[src/dssc_pkg.sv]
// Shared constants and types for the disc sector sensing counter
package dssc_pkg;

    // Servo timing: sector clock transitions in one revolution
    localparam int TRANS_PER_REV = 53760;
    // Physical sectors on one track
    localparam int SECTORS = 64;
    // Highest head address, nine data heads
    localparam int MAX_HEAD = 8;
    // Highest cylinder address
    localparam int MAX_CYL = 822;
    // Cylinder positions ensured usable for data
    localparam int USABLE_CYLS = 815;

    // Field widths of an address as the controller presents it
    localparam int CYL_W = 10;
    localparam int HEAD_W = 5;
    localparam int SEC_W = 8;
    // Width of the present physical sector number
    localparam int PSEC_W = 6;

    // Values after reset
    localparam logic [PSEC_W-1:0] PSEC_RST = 6'h00;
    localparam logic [CYL_W-1:0] CYL_RST = 10'h000;
    localparam logic [HEAD_W-1:0] HEAD_RST = 5'h00;
    localparam logic [SEC_W-1:0] SEC_RST = 8'h00;

    // Cylinder, head and sector address
    typedef struct packed {
        logic [CYL_W-1:0] cyl;
        logic [HEAD_W-1:0] head;
        logic [SEC_W-1:0] sector;
    } dssc_addr_t;

    // Range checks of a loaded address
    typedef struct packed {
        logic cyl_ok;
        logic head_ok;
        logic sector_ok;
        logic cyl_usable;
    } dssc_check_t;

    // Counter lock state
    typedef enum logic {
        DSSC_WAIT_INDEX,
        DSSC_TRACKING
    } dssc_state_t;

endpackage

[src/dssc_sector_counter.sv]
// Sector sensing counter: tracks the physical sector under the heads
// Function
// Locate sector by counting servo sector clock transitions, fixed count per revolution.
// Index pattern clears the transition counter, counting resumes next revolution.
// Index detection marks the start of physical sector zero.
// Valid sector addresses run from zero to sector count minus one.
// Valid head addresses run zero through eight, nine data heads.
// Cylinder addresses run zero to maximum; fewer are ensured usable.
// Track needs cylinder and head; sector needs head and sector.
// Controller staggers logical sectors track to track.
// Controller maps logical to physical sector before addressing the drive.
// Controller inverse-maps the reported present physical sector.
// Signal match of present and addressed sector; match enables read/write.
// Present sector advances after each equal share of transitions.
// Present sector held stable; read without partial update.
`timescale 1ns/1ns
module dssc_sector_counter #(
    parameter int TRANS_PER_REV = dssc_pkg::TRANS_PER_REV,
    parameter int SECTORS = dssc_pkg::SECTORS
) (
    // Clock and reset
    input wire logic CLOCK,
    input wire logic RST,
    // Servo pins, asynchronous
    input wire logic SECTOR_CLK,
    input wire logic INDEX,
    // Address from the controller
    input wire logic ADDR_LOAD,
    input wire dssc_pkg::dssc_addr_t ADDR,
    // Present sector request
    input wire logic SECTOR_REQ,
    // Position state
    output logic [dssc_pkg::PSEC_W-1:0] PRESENT_SECTOR,
    output logic POS_VALID,
    output logic INDEX_MISSING,
    // Address state
    output dssc_pkg::dssc_addr_t SEL_ADDR,
    output dssc_pkg::dssc_check_t ADDR_CHECK,
    // Match and transfer enable
    output logic SECTOR_MATCH,
    output logic RW_ENABLE,
    // Reported sector
    output logic [dssc_pkg::PSEC_W-1:0] SECTOR_REPORT,
    output logic REPORT_VALID
);

    localparam int PER_SEC = TRANS_PER_REV / SECTORS;
    localparam int CW = (PER_SEC > 1) ? $clog2(PER_SEC) : 1;
    localparam int SW = dssc_pkg::PSEC_W;
    localparam logic [CW-1:0] CNT_LAST = CW'(PER_SEC - 1);
    localparam logic [SW-1:0] SEC_LAST = SW'(SECTORS - 1);

    // Elaboration check on the revolution shape
    if (SECTORS != (1 << SW) || PER_SEC < 2 || PER_SEC * SECTORS != TRANS_PER_REV) begin : g_chk
        $error("dssc_sector_counter: transitions must split evenly over 64 sectors");
    end

    logic sclk_s1, sclk_s2, sclk_s3;
    logic idx_s1, idx_s2, idx_s3;
    dssc_pkg::dssc_state_t state_reg, state_next;
    logic [CW-1:0] cnt_reg, cnt_next;
    logic [SW-1:0] sec_reg, sec_next;
    logic miss_reg, miss_next;
    dssc_pkg::dssc_addr_t addr_reg;
    dssc_pkg::dssc_check_t chk_reg;
    logic match_reg, rw_reg;
    logic [SW-1:0] rep_reg;
    logic rep_valid_reg;

    // Synchronisers for the servo pins
    always_ff @(posedge CLOCK or posedge RST) begin
        if (RST) begin
            {sclk_s1, sclk_s2, sclk_s3} <= 3'h0;
            {idx_s1, idx_s2, idx_s3} <= 3'h0;
        end else begin
            {sclk_s1, sclk_s2, sclk_s3} <= {SECTOR_CLK, sclk_s1, sclk_s2};
            {idx_s1, idx_s2, idx_s3} <= {INDEX, idx_s1, idx_s2};
        end
    end

    // Edge events and counter decode
    wire tick = sclk_s2 & ~sclk_s3;
    wire idx_hit = idx_s2 & ~idx_s3;
    wire tracking = (state_reg == dssc_pkg::DSSC_TRACKING);
    wire cnt_end = (cnt_reg == CNT_LAST);
    wire sec_end = (sec_reg == SEC_LAST);
    wire step = tracking & tick & ~idx_hit;

    // Lock state: counting starts at the first index
    always_comb begin
        case (state_reg)
            dssc_pkg::DSSC_WAIT_INDEX: state_next = idx_hit ? dssc_pkg::DSSC_TRACKING
                                                            : dssc_pkg::DSSC_WAIT_INDEX;
            dssc_pkg::DSSC_TRACKING: state_next = dssc_pkg::DSSC_TRACKING;
            default: state_next = dssc_pkg::DSSC_WAIT_INDEX;
        endcase
    end

    // Transition and sector counting
    always_comb begin
        cnt_next = cnt_reg;
        sec_next = sec_reg;
        miss_next = miss_reg;
        if (idx_hit) begin
            cnt_next = '0;
            sec_next = dssc_pkg::PSEC_RST;
            miss_next = 1'b0;
        end else if (step) begin
            if (cnt_end) begin
                cnt_next = '0;
                if (sec_end) begin
                    miss_next = 1'b1; // Revolution overran, hold last sector
                end else begin
                    sec_next = sec_reg + SW'(1);
                end
            end else begin
                cnt_next = cnt_reg + CW'(1);
            end
        end
    end

    always_ff @(posedge CLOCK or posedge RST) begin
        if (RST) begin
            state_reg <= dssc_pkg::DSSC_WAIT_INDEX;
            cnt_reg <= '0;
            sec_reg <= dssc_pkg::PSEC_RST;
            miss_reg <= 1'b0;
        end else begin
            state_reg <= state_next;
            cnt_reg <= cnt_next;
            sec_reg <= sec_next;
            miss_reg <= miss_next;
        end
    end

    // Range checks on the offered address
    wire chk_cyl = (ADDR.cyl <= dssc_pkg::CYL_W'(dssc_pkg::MAX_CYL));
    wire chk_use = (ADDR.cyl < dssc_pkg::CYL_W'(dssc_pkg::USABLE_CYLS));
    wire chk_head = (ADDR.head <= dssc_pkg::HEAD_W'(dssc_pkg::MAX_HEAD));
    wire chk_sec = (ADDR.sector < dssc_pkg::SEC_W'(SECTORS));

    // Addressed cylinder, head and sector
    always_ff @(posedge CLOCK or posedge RST) begin
        if (RST) begin
            addr_reg <= '{cyl: dssc_pkg::CYL_RST, head: dssc_pkg::HEAD_RST,
                          sector: dssc_pkg::SEC_RST};
            chk_reg <= '0;
        end else if (ADDR_LOAD) begin
            addr_reg <= ADDR;
            chk_reg <= '{cyl_ok: chk_cyl, head_ok: chk_head, sector_ok: chk_sec,
                         cyl_usable: chk_use};
        end
    end

    // Match of present and addressed sector
    wire sec_eq = chk_reg.sector_ok & (addr_reg.sector[SW-1:0] == sec_reg);
    wire match_next = tracking & ~miss_reg & sec_eq;
    wire rw_next = match_next & chk_reg.cyl_ok & chk_reg.head_ok;

    always_ff @(posedge CLOCK or posedge RST) begin
        if (RST) begin
            match_reg <= 1'b0;
            rw_reg <= 1'b0;
        end else begin
            match_reg <= match_next;
            rw_reg <= rw_next;
        end
    end

    // Snapshot of the present sector on request
    always_ff @(posedge CLOCK or posedge RST) begin
        if (RST) begin
            rep_reg <= dssc_pkg::PSEC_RST;
            rep_valid_reg <= 1'b0;
        end else begin
            rep_valid_reg <= SECTOR_REQ;
            if (SECTOR_REQ) begin
                rep_reg <= sec_reg;
            end
        end
    end

    // Outputs
    assign PRESENT_SECTOR = sec_reg;
    assign POS_VALID = tracking;
    assign INDEX_MISSING = miss_reg;
    assign SEL_ADDR = addr_reg;
    assign ADDR_CHECK = chk_reg;
    assign SECTOR_MATCH = match_reg;
    assign RW_ENABLE = rw_reg;
    assign SECTOR_REPORT = rep_reg;
    assign REPORT_VALID = rep_valid_reg;

    // Checks on the counting and matching
    a_index_clears: assert property (@(posedge CLOCK) disable iff (RST)
        idx_hit |=> (cnt_reg == '0) && (sec_reg == '0) && tracking)
        else $error("index did not clear the count");
    a_sector_zero: assert property (@(posedge CLOCK) disable iff (RST)
        idx_hit ##1 !tick[*2] |-> (sec_reg == '0))
        else $error("sector zero not held after index");
    a_count_step: assert property (@(posedge CLOCK) disable iff (RST)
        (step && !cnt_end) |=> (cnt_reg == $past(cnt_reg) + CW'(1)))
        else $error("transition not counted");
    a_sector_step: assert property (@(posedge CLOCK) disable iff (RST)
        (step && cnt_end && !sec_end) |=> (sec_reg == $past(sec_reg) + SW'(1))
        && (cnt_reg == '0))
        else $error("sector did not advance on share end");
    a_sector_stable: assert property (@(posedge CLOCK) disable iff (RST)
        (!tick && !idx_hit) |=> $stable(sec_reg))
        else $error("sector changed without a transition");
    a_report_snap: assert property (@(posedge CLOCK) disable iff (RST)
        SECTOR_REQ |=> REPORT_VALID && (SECTOR_REPORT == $past(sec_reg)))
        else $error("report does not hold requested sector");
    a_head_range: assert property (@(posedge CLOCK) disable iff (RST)
        ADDR_LOAD |=> (chk_reg.head_ok == ($past(ADDR.head) <= 5'h08)))
        else $error("head range check wrong");
    a_cyl_range: assert property (@(posedge CLOCK) disable iff (RST)
        ADDR_LOAD |=> (chk_reg.cyl_ok == ($past(ADDR.cyl) <= 10'h336))
        && (chk_reg.cyl_usable == ($past(ADDR.cyl) <= 10'h32E)))
        else $error("cylinder range check wrong");
    a_sector_range: assert property (@(posedge CLOCK) disable iff (RST)
        ADDR_LOAD |=> (chk_reg.sector_ok == ($past(ADDR.sector) <= 8'h3F)))
        else $error("sector range check wrong");
    // Enable is one cycle behind the checks, so compare with the checks it was built from
    a_match_rw: assert property (@(posedge CLOCK) disable iff (RST)
        RW_ENABLE |-> SECTOR_MATCH && $past(chk_reg.cyl_ok) && $past(chk_reg.head_ok))
        else $error("transfer enabled without match and track");
    a_match_time: assert property (@(posedge CLOCK) disable iff (RST)
        (tracking && !miss_reg && sec_eq) |=> SECTOR_MATCH)
        else $error("match not signalled");
    a_match_drop: assert property (@(posedge CLOCK) disable iff (RST)
        (addr_reg.sector[SW-1:0] != sec_reg) |=> !SECTOR_MATCH)
        else $error("match shown for another sector");

endmodule

[config.mk]
export PLATFORM = sky130hd
export DESIGN_NAME = dssc_sector_counter
export DESIGN_NICKNAME = d
export VERILOG_FILES = /design/src/dssc_pkg.sv /design/src/dssc_sector_counter.sv
export SDC_FILE = /design/constraint.sdc
export NUM_CORES = 1
export LEC_CHECK = 0
export BUFFER_PORTS_ARGS = -buffer_cell sky130_fd_sc_hd__buf_4
export CORE_MARGIN = 8
export CORE_UTILIZATION = 50
export CTS_CLUSTER_DIAMETER = 60
export DETAILED_ROUTE_END_ITERATION = 10
export PLACE_DENSITY = 0.77
export SYNTH_ARGS = -nofsm -noshare
export SYNTH_HDL_FRONTEND = slang
export SYNTH_SLANG_ARGS = --single-unit
[constraint.sdc]
create_clock -name CLOCK -period 2.2 [get_ports CLOCK]
set_input_delay 0.22 -clock CLOCK [delete_from_list [all_inputs] [get_ports CLOCK]]
set_output_delay 0.22 -clock CLOCK [all_outputs]
set_load 0.02 [all_outputs]
==> impl_metrics.yaml <==
worst_setup_path:
  cp_common_cell: "and3_1"
  slowest_delay_ns: 0.48
  crit_path_start_kind: "flop"
  path_buf_inv: 0
  worstSetupPathType: "flop to flop"
  cp_cell_sequence: "ha_1, and3_1, and3_1, or4_1, a21oi_1"
  crit_arrival_ns: 2.11
  cp_slowest_cell: "or4_1"
  crit_path_end_kind: "flop"
  path_max_fanout: 6
  critical_path.top_delay_family: "simple AND/OR/NAND/NOR gates"
  critPathRequiredTime_ns: 2.46
synth:
  syn_area_um2: 2600
  yosys_warnings: 0
  yosysSeqAreaShare_pct: 57.8
  syn_nets: 237
  synthSimpleGateAreaFrac_pct: 14.1
  synthAdderAreaFrac_pct: 0.964
  synth-seq-cells: 60
  synth_top_family_by_area: "simple AND/OR/NAND/NOR gates"
  synthCells: 206
  synth_area_per_cell_um2: 12.6
  synthMuxAreaShare_pct: 13.4
  synth_compound_area_share_pct: 6.80
  synthXorXnorAreaFrac_pct: 4.39
  synth.distinct_cells: 39
timing:
  rsz0062_at_grt: "no"
  slew_headroom_pct: 68.3
  fmax_ghz: 0.539
  slew_violations: 0
  worst_pin_slew_ns: 0.475
  min_period_over_period_pct: 84.3
  period_needed_ns: 1.85
  clock_skew_ns: 0.00550
  hold_viol: 0
  setup_ws_ns: 0.345
  setup_tns_ns: 0
  finalSetupViolCount: 0
power:
  p_leak_nw: 1.65
  p_per_area_nw_per_um2: 796
  ir_drop_uv: 647
  finalPower_mw: 2.77
global_route:
  first_global_vias: 1962
  grt.total_usage_pct: 15.7
  grt_max_degree: 31
  grt_pass1_wl_mm: 9.37
  grt-ovfl-total: 0
  antenna_found_initial: 0
floorplan:
  start_util_pct: 51.2
  pin_count: 73
  core_area_um2: 5070
  die_w_um: 88.1
  die_area_um2: 7750
  fp.dieH_um: 88.1
  row_count: 26
finish:
  syn_to_final_growth_pct: 34.2
  largest_register_ff_count: 23
  nets: 319
  multiInputGateArea_um2: 1030
  fillers: 394
  final_layout_size_suffix_gt1_share_pct: 43.7
  final-seq-area_um2: 1500
  n_antenna_cell: 0
clock_tree:
  clkTransAtPathRegs_ns: 0.07
  numClockSinks: 60
  clkLatencyLatePin_ns: 0.33
  clockBufferDepth: 2
  post_cts_buffers: 0
  cts-root-buf: "clkbuf_8"
  cts_made_buffers: 9
  htree_levels: 3
  cts_tree: "yes"
flow_run:
  cap_violations: 0
placement:
  dp_hpwl_mm: 4.29
  dpl_worst_slack_ns: 0.361
  io_buffers: 72
  place_congestion: 0.845
routing:
  routedWlPerCell_um: 15.9
  vias_per_cell: 5.20
  drt-initial-drc-count: 95
  drc_errors: 0
  vias: 1887
  routed_wl_mm: 5.76
  antenna_left: 0
  dr.pass1.iters: 4
worst_hold_path:
  hold_path_class: "input pin to flop"
status:
  status: "complete, no violations"
==> metal layers <==
layer,global-route usage (%),wire [um],part of all wire (%),up-vias
li1,-,-,-,911
met1,18.8,2440,42,894
met2,23.3,2600,45,72
met3,7.32,609,11,10
met4,7.53,102,1.8,0
met5,0,0,0,-
==> path summary, 6_finish.rpt <==
path / startpoint / end / slack (ns) / depth (start not counted)
max in group asynchronous: RST / cnt_reg[8] / 1.08 / 4
worst min register to register: idx_s1 / idx_s2 / 0.35 / 0
worst max-delay path: PRESENT_SECTOR[1] / PRESENT_SECTOR[3] / 0.35 / 5
min in group asynchronous: RST / SEL_ADDR[7] / 0.46 / 3
worst min-delay path: SECTOR_REQ / REPORT_VALID / 0.06 / 1
worst max register to register: PRESENT_SECTOR[1] / PRESENT_SECTOR[3] / 0.35 / 5
==> through the flow <==
step / cell area, um^2 / utilization, % / instances / hold slack [ns]
floorplan: 2600 / - / 206 / 0.251
global placement: 3200 / 63.1 / 344 / 0.271
detailed placement: 3200 / 63.1 / 344 / 0.277
CTS: 3480 / 68.7 / 363 / 0.0481
global route: 3480 / 68.7 / 363 / 0.0562
finish: 3480 / 68.7 / 363 / 0.0599
==> where the power goes <==
| group | switching [mW] | internal [mW] |
|---|---|---|
| registers | 0.0417 | 1.17 |
| clock network | 0.419 | 0.813 |
| logic | 0.171 | 0.165 |
==> repair_timing <==
item,in CTS,in global routing
endpoints found under the setup margin,0,0
hold buffers,3,0
gates resized for setup,0,0
endpoints found under the hold margin,23,0
==> cells in the final DEF, fill, tap and decap left out, types with 2 or more instances in the layout <==
master	instances
nor4_1	2
nor3_1	2
buf_4	76
dlygate4sd3_1	3
nand2b_1	2
xor2_1	6
a21oi_1	12
mux2_2	31
xnor2_1	7
ha_1	2
and3_1	6
clkbuf_8	11
o31ai_1	3
dfrtp_1	60
or4_1	2
nand2_1	11
inv_1	3
o2111ai_1	4
and4_1	3
or3_1	2
bufinv_16	3
o21ai_0	2
nor2_1	11
o211ai_1	2
nand3_1	10
==> cells in the mapped netlist, drive strengths merged <==
| master | count | area (um^2) |
|---|---|---|
| a311oi | 1 | 8.76 |
| and4 | 3 | 26.3 |
| o32ai | 1 | 8.76 |
| inv | 4 | 15.0 |
| nand3 | 10 | 50.1 |
| clkbuf | 6 | 27.5 |
| nor3 | 2 | 10.0 |
| mux2 | 31 | 349 |
| o22ai | 1 | 6.26 |
| xnor2 | 7 | 61.3 |
| or3 | 2 | 12.5 |
| nand2b | 2 | 12.5 |
| o31ai | 3 | 22.5 |
| o21ai | 2 | 10.0 |
| ha | 2 | 25.0 |
| nor2b | 1 | 6.26 |
| a21oi | 12 | 60.1 |
| o211ai | 2 | 15.0 |
| nand2 | 11 | 41.3 |
| buf | 2 | 22.5 |
| or4 | 2 | 15.0 |
| dfrtp | 60 | 1500 |
| nand3b | 1 | 7.51 |
| or4b | 1 | 10.0 |
| and3b | 1 | 8.76 |
| nand4 | 2 | 27.5 |
| o211a | 1 | 10.0 |
| nor2 | 11 | 41.3 |
| xor2 | 6 | 52.6 |
| and4bb | 1 | 12.5 |
| nor3b | 2 | 26.3 |
| nor4 | 2 | 12.5 |
| and2 | 1 | 7.51 |
| o2111ai | 4 | 35.0 |
| and3 | 6 | 37.5 |
==> logic make-up (layout without fill, tap and decap cells) <==
kind of cell | after synthesis | after routing
compound gates | 27 | 27
simple gates | 61 | 61
fa+ha+maj | 2 | 2
mux | 31 | 31
flops | 60 | 60
buf+inv | 12 | 99
xor+xnor | 13 | 13
==> cell type report <==
cell class,count,area share [%]
multi-input cells,134,29.6
flip-flops and latches,60,43.1
inverters,4,0.431
clock inverters,4,2.73
clock buffers,12,4.45
repair buffers,79,17.2
well taps,70,2.51
Note: power is estimated with default switching activity, not from simulation.
